`config.mk`:
```
export PLATFORM = sky130hd
export DESIGN_NAME = t8_timer_top
export DESIGN_NICKNAME = d
export VERILOG_FILES = /design/src/shared/t8_pkg.sv /design/src/logic/t8_edge_sync.sv /design/src/logic/t8_prescaler.sv /design/src/logic/t8_timer_top.sv
export SDC_FILE = /design/constraint.sdc
export NUM_CORES = 1
export LEC_CHECK = 0
export ABC_AREA = 1
export BUFFER_PORTS_ARGS = -buffer_cell sky130_fd_sc_hd__clkbuf_2
export CORE_MARGIN = 2
export CORE_UTILIZATION = 45
export DETAILED_ROUTE_END_ITERATION = 8
export HOLD_SLACK_MARGIN = 0.03
export PLACE_DENSITY = 0.66
export SETUP_SLACK_MARGIN = 0.02
export SYNTH_ARGS = -nofsm -noshare
export SYNTH_HDL_FRONTEND = slang
export SYNTH_SLANG_ARGS = --single-unit
```
`constraint.sdc`:
```
create_clock -name pclk -period 2.1 [get_ports pclk]
set_input_delay 0.42 -clock pclk [delete_from_list [all_inputs] [get_ports pclk]]
set_output_delay 0.42 -clock pclk [all_outputs]
set_load 0.05 [all_outputs]
```
`src/shared/t8_pkg.sv`:
```
// constants and types for the triple 8-bit timer/event counter
// assumes one 200 MHz clock and an APB slave port in front of the registers
// Summary of operation
// - three independent 8-bit counters, each with compare register and timer output
// - counter equal to compare raises that unit's match interrupt pulse
// - in timer mode counter returns to zero on match, period is compare plus one ticks; in PWM mode it wraps past FF
// - compare register accepts any byte value from 00 to FF
// - compare register has no defined value after reset
// - counter is readable as a byte and reset clears it
// - run bit 7 gates counting; cleared holds the counter at zero
// - bit 6 selects plain timer mode or PWM output mode
// - unit 0 counts fx, fx/8, rising or falling event input 0
// - unit 1 counts fx/16, fx/256, rising or falling event input 1
// - unit 2 counts fx/32, fx/128 or subsystem clock; code 11 prohibited
// - bit 0 hands the output pin to the timer, else port control
// - mode register written as a byte, reset clears it to zero
`default_nettype none
package t8_pkg;
    localparam int unsigned NUM_UNITS = 3;
    localparam int unsigned CNT_W     = 8;
    localparam int unsigned ADDR_W    = 18;
    localparam int unsigned IDX_W     = 16;
    localparam int unsigned DIV_W     = 8;

    // register indices, byte address is four times the index
    localparam logic [2:0][15:0] IDX_MODE = {16'hFF5B, 16'hFF57, 16'hFF53};
    localparam logic [2:0][15:0] IDX_CMP  = {16'hFF58, 16'hFF54, 16'hFF50};
    localparam logic [2:0][15:0] IDX_CNT  = {16'hFF59, 16'hFF55, 16'hFF51};

    // field positions of the mode control byte
    localparam int unsigned MODE_RUN_BIT = 7;
    localparam int unsigned MODE_PWM_BIT = 6;
    localparam int unsigned MODE_SEL_LSB = 1;
    localparam int unsigned MODE_OE_BIT  = 0;
    localparam logic [7:0]  MODE_RST     = 8'h00;
    localparam logic [7:0]  MODE_WMASK   = 8'hC7;
    localparam logic [7:0]  CNT_RST      = 8'h00;

    // prescaler taps: tap i ticks once every 2^(i+1) clocks
    localparam int unsigned TAP_DIV8   = 2;
    localparam int unsigned TAP_DIV16  = 3;
    localparam int unsigned TAP_DIV32  = 4;
    localparam int unsigned TAP_DIV128 = 6;
    localparam int unsigned TAP_DIV256 = 7;

    typedef enum logic [1:0] {
        CS_SRC_A    = 2'b00,
        CS_SRC_B    = 2'b01,
        CS_EXT_RISE = 2'b10,
        CS_EXT_FALL = 2'b11
    } t8_clksel_t;

    typedef struct packed {
        logic       count_run_enable;
        logic       pwm_mode_select;
        logic [2:0] rsvd;
        t8_clksel_t clksel;
        logic       timer_output_enable;
    } t8_mode_t;
endpackage
`default_nettype wire

```
`src/logic/t8_edge_sync.sv`:
```
// two-flop synchroniser with rising and falling edge pulses
// assumes din is asynchronous to pclk
`timescale 1ns/1ps
`default_nettype none
module t8_edge_sync (
    // clock and reset
    input  wire logic pclk,
    input  wire logic presetn,
    // pin and edges
    input  wire logic din,
    output logic      rise,
    output logic      fall
);
    logic s1_r;
    logic s2_r;
    logic s3_r;

    always_ff @(posedge pclk or negedge presetn) begin
        if (!presetn) begin
            s1_r <= 1'b0;
            s2_r <= 1'b0;
            s3_r <= 1'b0;
        end else begin
            s1_r <= din;
            s2_r <= s1_r;
            s3_r <= s2_r;
        end
    end

    always_ff @(posedge pclk or negedge presetn) begin
        if (!presetn) begin
            rise <= 1'b0;
            fall <= 1'b0;
        end else begin
            rise <= s2_r & ~s3_r;
            fall <= ~s2_r & s3_r;
        end
    end

    AST_ONE_PULSE_PER_EDGE: assert property (@(posedge pclk) disable iff (!presetn)
        (rise || fall) |=> !(rise || fall))
        else $error("edge pulse lasted more than one cycle");
endmodule // t8_edge_sync
`default_nettype wire

```
`src/logic/t8_prescaler.sv`:
```
// free-running divider of the main clock, one tick per tap period
// assumes pclk is the main system clock
`timescale 1ns/1ps
`default_nettype none
module t8_prescaler #(
    parameter int unsigned DIV_W = t8_pkg::DIV_W
) (
    // clock and reset
    input  wire logic             pclk,
    input  wire logic             presetn,
    // tick bus
    output logic [DIV_W-1:0]      tick
);
    logic [DIV_W-1:0] div_r;
    logic [DIV_W-1:0] hit;

    always_ff @(posedge pclk or negedge presetn) begin
        if (!presetn) begin
            div_r <= '0;
        end else begin
            div_r <= div_r + {{(DIV_W-1){1'b0}}, 1'b1};
        end
    end

    for (genvar i = 0; i < DIV_W; i++) begin : g_tap
        assign hit[i] = &div_r[i:0];
    end

    always_ff @(posedge pclk or negedge presetn) begin
        if (!presetn) begin
            tick <= '0;
        end else begin
            tick <= hit;
        end
    end
endmodule // t8_prescaler
`default_nettype wire

```
`src/logic/t8_timer_top.sv`:
```
// three 8-bit timer/event counters with compare, PWM and timer outputs
// assumes an APB master on pclk; event and subsystem clock pins are asynchronous
//
// The APB register port was left to the implementer.
`timescale 1ns/1ps
`default_nettype none
module t8_timer_top #(
    parameter int unsigned ADDR_W = t8_pkg::ADDR_W
) (
    // clock and reset
    input  wire logic              pclk,
    input  wire logic              presetn,
    // apb slave
    input  wire logic              psel,
    input  wire logic              penable,
    input  wire logic              pwrite,
    input  wire logic [ADDR_W-1:0] paddr,
    input  wire logic [31:0]       pwdata,
    input  wire logic [3:0]        pstrb,
    output logic [31:0]            prdata,
    output logic                   pready,
    output logic                   pslverr,
    // count sources
    input  wire logic              event_input_0,
    input  wire logic              event_input_1,
    input  wire logic              subsystem_clk,
    // timer outputs and interrupts
    output logic                   unit0_timer_out,
    output logic                   unit1_timer_out,
    output logic                   unit2_timer_out,
    output logic [2:0]             timer_out_drive_en,
    output logic [2:0]             match_irq
);
    localparam int unsigned NU = t8_pkg::NUM_UNITS;

    t8_pkg::t8_mode_t       mode_r [NU];
    logic [7:0]             cmp_r  [NU];
    logic [7:0]             cnt_r  [NU];
    logic [NU-1:0]          tout_r;
    logic [NU-1:0]          ten_r;
    logic [NU-1:0]          irq_r;
    logic [NU-1:0]          tick;
    logic [NU-1:0]          match;
    logic [t8_pkg::DIV_W-1:0] pre_tick;
    logic [NU-1:0]          ev_rise;
    logic [NU-1:0]          ev_fall;

    logic [31:0]            prdata_r;
    logic                   pready_r;
    logic                   pslverr_r;
    logic [NU-1:0]          hit_mode;
    logic [NU-1:0]          hit_cmp;
    logic [NU-1:0]          hit_cnt;
    logic                   mapped;
    logic [t8_pkg::IDX_W-1:0] idx;
    logic                   setup;
    logic                   wr_en;
    logic [7:0]             rd_val;

    // count sources
    t8_prescaler #(
        .DIV_W (t8_pkg::DIV_W)
    ) u_pre (
        .pclk    (pclk),
        .presetn (presetn),
        .tick    (pre_tick)
    );

    t8_edge_sync u_ev0 (
        .pclk    (pclk),
        .presetn (presetn),
        .din     (event_input_0),
        .rise    (ev_rise[0]),
        .fall    (ev_fall[0])
    );

    t8_edge_sync u_ev1 (
        .pclk    (pclk),
        .presetn (presetn),
        .din     (event_input_1),
        .rise    (ev_rise[1]),
        .fall    (ev_fall[1])
    );

    // subsystem clock is sampled; each rising edge is one count
    t8_edge_sync u_sub (
        .pclk    (pclk),
        .presetn (presetn),
        .din     (subsystem_clk),
        .rise    (ev_rise[2]),
        .fall    (ev_fall[2])
    );

    function automatic logic pick_src(
        input t8_pkg::t8_clksel_t sel,
        input logic               a,
        input logic               b,
        input logic               c,
        input logic               d
    );
        logic r;
        r = 1'b0;
        unique case (sel)
            t8_pkg::CS_SRC_A:    r = a;
            t8_pkg::CS_SRC_B:    r = b;
            t8_pkg::CS_EXT_RISE: r = c;
            t8_pkg::CS_EXT_FALL: r = d;
        endcase
        return r;
    endfunction

    // per-unit count enable
    always_comb begin
        tick[0] = pick_src(mode_r[0].clksel, 1'b1, pre_tick[t8_pkg::TAP_DIV8],
                           ev_rise[0], ev_fall[0]);
        tick[1] = pick_src(mode_r[1].clksel, pre_tick[t8_pkg::TAP_DIV16],
                           pre_tick[t8_pkg::TAP_DIV256], ev_rise[1], ev_fall[1]);
        // prohibited code counts nothing
        tick[2] = pick_src(mode_r[2].clksel, pre_tick[t8_pkg::TAP_DIV32],
                           pre_tick[t8_pkg::TAP_DIV128], ev_rise[2], 1'b0);
    end

    // address decode
    always_comb begin
        idx    = paddr[ADDR_W-1:2];
        mapped = 1'b0;
        for (int i = 0; i < NU; i++) begin
            hit_mode[i] = (paddr[1:0] == 2'h0) && (idx == t8_pkg::IDX_MODE[i]);
            hit_cmp[i]  = (paddr[1:0] == 2'h0) && (idx == t8_pkg::IDX_CMP[i]);
            hit_cnt[i]  = (paddr[1:0] == 2'h0) && (idx == t8_pkg::IDX_CNT[i]);
            mapped      = mapped | hit_mode[i] | hit_cmp[i] | hit_cnt[i];
        end
    end

    assign setup = psel & ~penable;
    assign wr_en = psel & penable & pready_r & pwrite & pstrb[0];

    always_comb begin
        rd_val = 8'h00;
        for (int i = 0; i < NU; i++) begin
            if (hit_mode[i]) begin
                rd_val = mode_r[i];
            end
            if (hit_cmp[i]) begin
                rd_val = cmp_r[i];
            end
            if (hit_cnt[i]) begin
                rd_val = cnt_r[i];
            end
        end
    end

    // bus answer: zero wait, read data captured in the setup cycle
    always_ff @(posedge pclk or negedge presetn) begin
        if (!presetn) begin
            pready_r <= 1'b0;
        end else begin
            pready_r <= 1'b1;
        end
    end

    always_ff @(posedge pclk or negedge presetn) begin
        if (!presetn) begin
            prdata_r  <= 32'h0000_0000;
            pslverr_r <= 1'b0;
        end else if (setup) begin
            prdata_r  <= {24'h00_0000, rd_val};
            pslverr_r <= ~mapped;
        end
    end

    // mode control registers and compare registers
    for (genvar u = 0; u < NU; u++) begin : g_reg
        always_ff @(posedge pclk or negedge presetn) begin
            if (!presetn) begin
                mode_r[u] <= t8_pkg::t8_mode_t'(t8_pkg::MODE_RST);
            end else if (wr_en && hit_mode[u]) begin
                mode_r[u] <= t8_pkg::t8_mode_t'(pwdata[7:0] & t8_pkg::MODE_WMASK);
            end
        end

        // no reset: contents are undefined until software writes them
        always_ff @(posedge pclk) begin
            if (wr_en && hit_cmp[u]) begin
                cmp_r[u] <= pwdata[7:0];
            end
        end
    end

    // counters, match interrupts and timer outputs
    for (genvar u = 0; u < NU; u++) begin : g_unit
        assign match[u] = (cnt_r[u] == cmp_r[u]);

        always_ff @(posedge pclk or negedge presetn) begin
            if (!presetn) begin
                cnt_r[u] <= t8_pkg::CNT_RST;
            end else if (!mode_r[u].count_run_enable) begin
                cnt_r[u] <= t8_pkg::CNT_RST;
            end else if (tick[u]) begin
                if (match[u] && !mode_r[u].pwm_mode_select) begin
                    cnt_r[u] <= t8_pkg::CNT_RST;
                end else begin
                    cnt_r[u] <= cnt_r[u] + 8'h01;
                end
            end
        end

        always_ff @(posedge pclk or negedge presetn) begin
            if (!presetn) begin
                irq_r[u] <= 1'b0;
            end else begin
                irq_r[u] <= mode_r[u].count_run_enable & tick[u] & match[u];
            end
        end

        // timer mode toggles on each match, PWM is high while count below compare
        always_ff @(posedge pclk or negedge presetn) begin
            if (!presetn) begin
                tout_r[u] <= 1'b0;
            end else if (!mode_r[u].count_run_enable) begin
                tout_r[u] <= 1'b0;
            end else if (mode_r[u].pwm_mode_select) begin
                tout_r[u] <= (cnt_r[u] < cmp_r[u]);
            end else if (tick[u] && match[u]) begin
                tout_r[u] <= ~tout_r[u];
            end
        end

        always_ff @(posedge pclk or negedge presetn) begin
            if (!presetn) begin
                ten_r[u] <= 1'b0;
            end else begin
                ten_r[u] <= mode_r[u].timer_output_enable;
            end
        end
    end

    assign prdata             = prdata_r;
    assign pready             = pready_r;
    assign pslverr            = pslverr_r;
    assign unit0_timer_out    = tout_r[0];
    assign unit1_timer_out    = tout_r[1];
    assign unit2_timer_out    = tout_r[2];
    assign timer_out_drive_en = ten_r;
    assign match_irq          = irq_r;

    // checks
    AST_HOLD_ZERO: assert property (@(posedge pclk) disable iff (!presetn)
        !mode_r[0].count_run_enable |=> cnt_r[0] == 8'h00)
        else $error("stopped counter not held at zero");

    AST_WRAP_ON_MATCH: assert property (@(posedge pclk) disable iff (!presetn)
        mode_r[1].count_run_enable && !mode_r[1].pwm_mode_select && tick[1] && match[1]
        |=> cnt_r[1] == 8'h00 && match_irq[1])
        else $error("counter did not clear with interrupt on match");

    AST_COUNT_UP: assert property (@(posedge pclk) disable iff (!presetn)
        mode_r[0].count_run_enable && $stable(mode_r[0]) && tick[0] && !match[0]
        |=> cnt_r[0] == $past(cnt_r[0]) + 8'h01)
        else $error("counter did not advance on its tick");

    AST_IRQ_CAUSE: assert property (@(posedge pclk) disable iff (!presetn)
        match_irq[2] |-> $past(match[2] && tick[2] && mode_r[2].count_run_enable))
        else $error("match interrupt without a match");

    AST_DIV8_SPACING: assert property (@(posedge pclk) disable iff (!presetn)
        pre_tick[t8_pkg::TAP_DIV8] |=> !pre_tick[t8_pkg::TAP_DIV8] [*7]
        ##1 pre_tick[t8_pkg::TAP_DIV8])
        else $error("divide-by-8 tick spacing wrong");

    AST_PROHIBITED_IDLE: assert property (@(posedge pclk) disable iff (!presetn)
        mode_r[2].clksel == t8_pkg::CS_EXT_FALL |-> !tick[2])
        else $error("unit 2 counted on the prohibited source");

    AST_RSVD_ZERO: assert property (@(posedge pclk) disable iff (!presetn)
        wr_en && hit_mode[1] |=> mode_r[1].rsvd == 3'h0
        && mode_r[1].count_run_enable == $past(pwdata[7]))
        else $error("mode register reserved bits not zero or run bit lost");

    AST_CMP_WRITE: assert property (@(posedge pclk) disable iff (!presetn)
        wr_en && hit_cmp[0] |=> cmp_r[0] == $past(pwdata[7:0]))
        else $error("compare write not stored");

    AST_OUT_ENABLE: assert property (@(posedge pclk) disable iff (!presetn)
        wr_en && hit_mode[2] ##1 1'b1 |=> timer_out_drive_en[2] == $past(pwdata[0], 2))
        else $error("timer output enable did not follow its bit");

    AST_UNMAPPED_ERR: assert property (@(posedge pclk) disable iff (!presetn)
        setup && !mapped |=> pslverr && prdata == 32'h0000_0000)
        else $error("unmapped access not answered with error");

    AST_RESET_STOPPED: assert property (@(posedge pclk) disable iff (!presetn)
        $rose(presetn) |-> mode_r[0] == t8_pkg::MODE_RST && !tout_r[0])
        else $error("unit not stopped after reset");
endmodule // t8_timer_top
`default_nettype wire

```
Word level (Yosys, flattened, before mapping)
Memories as Yosys holds them, arrays and structs flattened. Cells that the tools add are included.

Memories kept: 1. Logic and storage cells: 191. Register bits: 88. Output and inout bits: 43. Bits in writable memories: 24. Input port bits: 62.

Memories: cmp_r (words 3, width 8, read ports 3, clocked after Yosys merged registers in 0, wr ports 1, RTL line t8_timer_top.sv:37) `logic [7:0] cmp_r [NU];`.

Reductions and logical operators: 37. Bitwise operators: 34. Muxes and demuxes: 42. Order comparisons: 3. Eq/ne operators: 27. Add/subtract/negate cells: 4.

Operator list (number): 8-bit two-way mux (20); 16-bit == test (second input constant) (9); 8-bit by 1-bit adder with 8-bit output (second input constant) (4); 8-bit == test (3); 8-bit less-than comparator (3); 1-bit logical AND (21); 1-bit two-way mux (17); 1-bit AND (16); 8-bit OR reduction (2); 2-bit == test (second input constant) (6); 1-bit one-hot mux with 4 select lines (3); 1-bit inverter (10); 3-bit by 2-bit != test with 1-bit output (second input constant) (3); 2-bit zero test (4); 1-bit bitwise OR (8); 8-bit AND reduction (1); 7-bit AND reduction (1); 2-bit by 1-bit == test with 1-bit output (second input constant) (3); 2-bit by 1-bit != test with 1-bit output (second input constant) (3); 6-bit AND reduction (1); 5-bit AND reduction (1); 2-bit two-way mux (2); 4-bit AND reduction (1); 1-bit zero test (3); other kinds (2) (2).

Longest topological paths before layout
Depth after elaboration: 11. Depth in mapped cells: 14. Mapped depth without buffers: 14.

Hierarchy
From an unflattened synthesis, not the netlist that was laid out.

Cell total of the unflattened synthesis: 698. Area total of the unflattened synthesis: 6004.5 µm².

By module, submodules not included: t8_timer_top (seq. area each 2172.1 µm², cells an instance 620, times used 1, area an instance 4993.5 µm²); t8_prescaler (seq. area each 400.4 µm², cells an instance 51, times used 1, area an instance 590.6 µm²); t8_edge_sync (seq. area each 125.1 µm², cells an instance 9, times used 3, area an instance 140.1 µm²).

Worst setup path before layout
OpenSTA, ideal clock, no wires.

Kind: input to register. Start: input port paddr[8]. End: memory cmp_r[0][0], enable pin. Slack: 299 ps. Data arrival time: 1431 ps. Library setup time: 370 ps. Data required time: 1730 ps. Path buffers: 0. Cell stages on the path: 6. Path through: nand2_1 -> nor2_4 -> nand2_1 -> nor2_1 -> nand2_1 -> nor2_1.

Cells in the longest elaborated chain, start to end: 8. Elaborated cells between the ends (all ways): 21. Classes of those cells: eq/ne (3); mux (10); reduce/logical (8).

RTL lines: start: declaration (RTL line t8_timer_top.sv:17) `input wire logic [ADDR_W-1:0] paddr,`; 16-bit == test (RTL line t8_timer_top.sv:129) `hit_cmp[i] = (paddr[1:0] == 2'h0) && (idx == t8_pkg::IDX_CMP[i]);`; 1-bit logical AND (RTL line t8_timer_top.sv:129); 1-bit logical AND (RTL line t8_timer_top.sv:184) `if (wr_en && hit_cmp[u]) begin`; 1-bit two-way mux (RTL line t8_timer_top.sv:184); 1-bit two-way mux (implied by the code) (RTL line t8_timer_top.sv:185) `cmp_r[u] <= pwdata[7:0];`; 8-bit OR reduction (no line); 2-bit two-way mux (no line) / 1-bit two-way mux (equally long branches) (2 in series); end: declaration (RTL line t8_timer_top.sv:37).

Several ways; a longest one is shown, not always the timed one.

Worst setup path in the final report
Start: register cnt_r[7] in the netlist's numbering. End: register tout_r[2], in the netlist unit2_timer_out.

Cells in the longest elaborated chain, start to end: 3. Elaborated cells between the ends (all ways): 6. Classes of those cells: order compare (1); eq/ne (2); mux (2); reduce/logical (1).

RTL lines: start: declaration (RTL line t8_timer_top.sv:38) `logic [7:0] cnt_r [NU];`; start signal: indexed assignment (RTL line t8_timer_top.sv:196) `cnt_r[u] <= t8_pkg::CNT_RST;`; start signal: indexed assignment (RTL line t8_timer_top.sv:198) `cnt_r[u] <= t8_pkg::CNT_RST;`; start signal: indexed assignment (RTL line t8_timer_top.sv:201) `cnt_r[u] <= t8_pkg::CNT_RST;`; 8-bit less-than comparator / 8-bit == test (equally long branches) (RTL line t8_timer_top.sv:223, t8_timer_top.sv:192); 1-bit two-way mux / 1-bit logical AND (equally long branches) (RTL line t8_timer_top.sv:222, t8_timer_top.sv:224); 1-bit two-way mux / 3-bit by 2-bit != test with 1-bit output (equally long branches); end signal: indexed assignment (RTL line t8_timer_top.sv:223) `tout_r[u] <= (cnt_r[u] < cmp_r[u]);`; end signal: indexed assignment (RTL line t8_timer_top.sv:225) `tout_r[u] <= ~tout_r[u];`; end: declaration (RTL line t8_timer_top.sv:39) `logic [NU-1:0] tout_r;`.

Several ways; a longest one is shown, not always the timed one. A chain may end at the register's enable or synchronous reset.

==> impl_results.md <==
- CTS resizes: 0
- CP Class: reg2reg
- CP required: 2.37 ns
- PD cells: 626 nW/um2
- Diodes inserted: 0
- Worst-case hold path end point: u_ev1.s1_r
- Vias per std cell: 5.04
- Max clock buf depth: 2
- Worst Skew: 0.0138 ns
- Synthesized area: 5850 um2
- Drt drc: 0
- Cell row count: 41
- Depth of the CTS H-tree: 3
- Reg power frac: 52.3%
- Startpoint type of the worst setup path: flop
- Layout cells sized above 1: 13.2%
- RR Startpoint: cnt_r[7]
- Final wirelength: 14.3 mm
- CTS tree: done
- Via count: 4872
- Remaining Overflow, GRT: 0
- Worst Path Max Fanout: 4
- F_max: 566 MHz
- Distinct cells, synth: 35
- Internal Power: 3090 uW
- Mapped Cells: 707
- Port bufs: 53
- Outcome: complete, no violations
- Synth warnings: 0
- Lkg Pwr: 0.00326 uW
- I/O Pins: 105
- 1st-iter DRT viols: 278
- Total chip power: 4200 uW
- Final min period: 1.77 ns
- Total CTS buffers: 9
- Final GP Congestion: 0.961
- Flop2flop setup slack: 0.33 ns
- TritonRoute pass-1 iters: 5
- Sequential share of the synthesized area: 48.7%
- Count of pins over their slew limit: 0
- Dpl cells: 950
- Sw frac: 26.4%
- Die H: 118 um
- Worst EP arrival: 2.03 ns
- Fin. Hold Viols: 0
- Post-CTS Setup Bufs: 0
- Worst hold start: event_input_1
- Finished Cell Area: 6700 um2
- Combinational Power Share: 7.4%
- Max-cap violations: 0
- Area of the die: 13900 um2
- Initial antenna violation count: 0
- Worst hold path class: in2reg
- Number of global-route vias before repair: 4734
- HPWL Detailed: 11.5 mm
- Unrepaired setup endpoints after global routing: no
- Post-layout nets: 882
- Root Driver: clkbuf_16
- Period utilisation layout: 84.1%
- Synth-to-Final Area Change: 14.6%
- Core area: 12700 um2
- Crit path capture type: flop
- FF-to-FF End: unit2_timer_out
- Die Span X: 118 um
- Yosys reg bits: 109
- Setup TNS: 0 ns
- Reg2Reg Depth: 7
- Clk network pwr share: 40.3%
- Gr usage total: 21.6%
- Cell Area, Placed: 6400 um2
- Post-route ant nets: 0
- Final std cells w/o fill: 967
- WL per Instance: 14.8 um
- Critical Path Start: cnt_r[7]
- Clock slew at reported path FFs: 0.08 ns
- Largest net degree at the start of global routing: 32
- Worst-skew pair later-pin latency: 0.36 ns
- Post-Syn Area per Cell: 8.27 um2
- Hold path cells: 1
- Psw: 1110 uW
- Global-route wire length before repair: 23.5 mm
- Initial core utilization: 46.2%
- Maximum vdd drop: 0.514 mV
- Final setup viols: 0
- CTS Sinks: 109
[kinds of logic after synthesis]
logic type               synth area share (%)
XOR/XNOR                                 1.35
other                                   0.128
AO/OA/AOI/OAI                            9.93
buffers and inverters                    10.5
adder cells (fa/ha/maj)                  6.42
flip-flops                               48.7
AND/OR/NAND/NOR                          23.0
[final cells by class]
type | count | area (um2)
fill | 1218 | 5970
sequential | 109 | 2850
multi-input combinational | 482 | 2470
timing repair buffer | 75 | 448
inverter | 113 | 427
clock buffer | 10 | 229
tap | 172 | 215
clock inverter | 6 | 62.6
[timing repair]
| action | CTS | global route |
|---|---|---|
| endpoints found under the setup margin | 0 | 0 |
| hold buffers | 1 | 0 |
| endpoints found under the hold margin | 28 | 0 |
[how the worst max path moves through the flow]
stage               cells past startpoint  slack, ns         endpoint
floorplan                               6       0.30      cmp_r[0][0]
global placement                       13       0.03        prdata[5]
detailed placement                     13       0.04        prdata[3]
CTS                                     7       0.32  unit2_timer_out
global route                            7       0.11  unit2_timer_out
finish                                  7       0.33  unit2_timer_out
[cell usage in the layout (no fill, tap or decap), types with 3 or more instances in the layout]
cell,instances
nor2_1,72
conb_1,25
inv_2,7
o21ai_1,10
nand3_1,43
nor3_1,14
edfxtp_1,24
inv_1,105
nor4_1,4
clkbuf_16,9
clkbuf_2,52
inv_6,3
o21bai_1,4
buf_4,21
a21oi_1,29
nand2_1,160
ha_1,30
nor2_2,4
o21ai_0,40
o21a_1,5
xor2_1,9
o211ai_1,3
nand4_1,9
dfrtp_1,85
o22ai_1,7
[through the flow]
step | worst slack (ns) | hold slack (ns) | util (%)
2_1_floorplan | 0.299 | 0.124 | -
4_1_cts | 0.321 | 0.152 | 52.9
6_report | 0.334 | 0.165 | 52.9
3_3_place_gp | 0.0303 | 0.332 | 50.5
3_5_place_dp | 0.0366 | 0.338 | 50.5
5_1_grt | 0.114 | 0.146 | 52.9
[registers in the layout (all words and copies together), names as in the netlist, 3 cells and up]
register            count
u_pre.tick              5
u_pre.div_r             8
prdata                  8
cnt_r                  24
timer_out_drive_en      3
match_irq               3
mode_r                 15
cmp_r                  24
[power groups by stage]
stage	Sequential (uW)	Clock [uW]	Combinational (uW)
after CTS	2200	1740	314
after floorplan	2270	0	188
after global placement	2240	0	308
after detailed placement	2240	0	312
after global routing	2200	1810	338
final	2200	1690	311
[routing by layer]
| metal | vias up | track usage (%) | routed length (um) |
|---|---|---|---|
| met5 | - | 0 | 0 |
| met4 | 0 | 6.70 | 316 |
| met3 | 16 | 5.72 | 878 |
| met2 | 159 | 35.0 | 6700 |
| met1 | 2285 | 28.4 | 6410 |
| li1 | 2412 | - | - |
[cells in the mapped netlist]
| master | number | area, um2 |
|---|---|---|
| nand2_1 | 160 | 601 |
| inv_1 | 105 | 394 |
| dfrtp_1 | 85 | 2130 |
| nor2_1 | 72 | 270 |
| nand3_1 | 43 | 215 |
| o21ai_0 | 40 | 200 |
| ha_1 | 30 | 375 |
| a21oi_1 | 29 | 145 |
| buf_4 | 24 | 180 |
| edfxtp_1 | 24 | 721 |
| nor3_1 | 14 | 70.1 |
| o21ai_1 | 10 | 50.1 |
| nand4_1 | 9 | 56.3 |
| xor2_1 | 9 | 78.8 |
| inv_2 | 7 | 26.3 |
| o22ai_1 | 7 | 43.8 |
| o21a_1 | 5 | 37.5 |
| nor2_2 | 4 | 25.0 |
| nor4_1 | 4 | 25.0 |
| o21bai_1 | 4 | 30.0 |
| o211ai_1 | 3 | 22.5 |
| a211oi_1 | 2 | 15.0 |
| and3_1 | 2 | 12.5 |
| clkbuf_1 | 2 | 7.51 |
| conb_1 | 2 | 7.51 |
| or2_0 | 2 | 12.5 |
| a32o_1 | 1 | 10.0 |
| a32oi_1 | 1 | 8.76 |
| inv_4 | 1 | 6.26 |
| nand3_2 | 1 | 10.0 |
| nor2_4 | 1 | 11.3 |
| nor2_8 | 1 | 20.0 |
| nor3_4 | 1 | 16.3 |
| o2111ai_1 | 1 | 8.76 |
| o221ai_1 | 1 | 8.76 |
[critical path: stages (launching register included)]
cell and delay [ns]:
dfrtp_1 0.44, ha_1 0.34, nand4_1 0.14, nor3_1 0.22, nand2_1 0.13, o21ai_0 0.17, a21oi_1 0.05, a211oi_1 0.18
(Power assumes the default switching activity.)
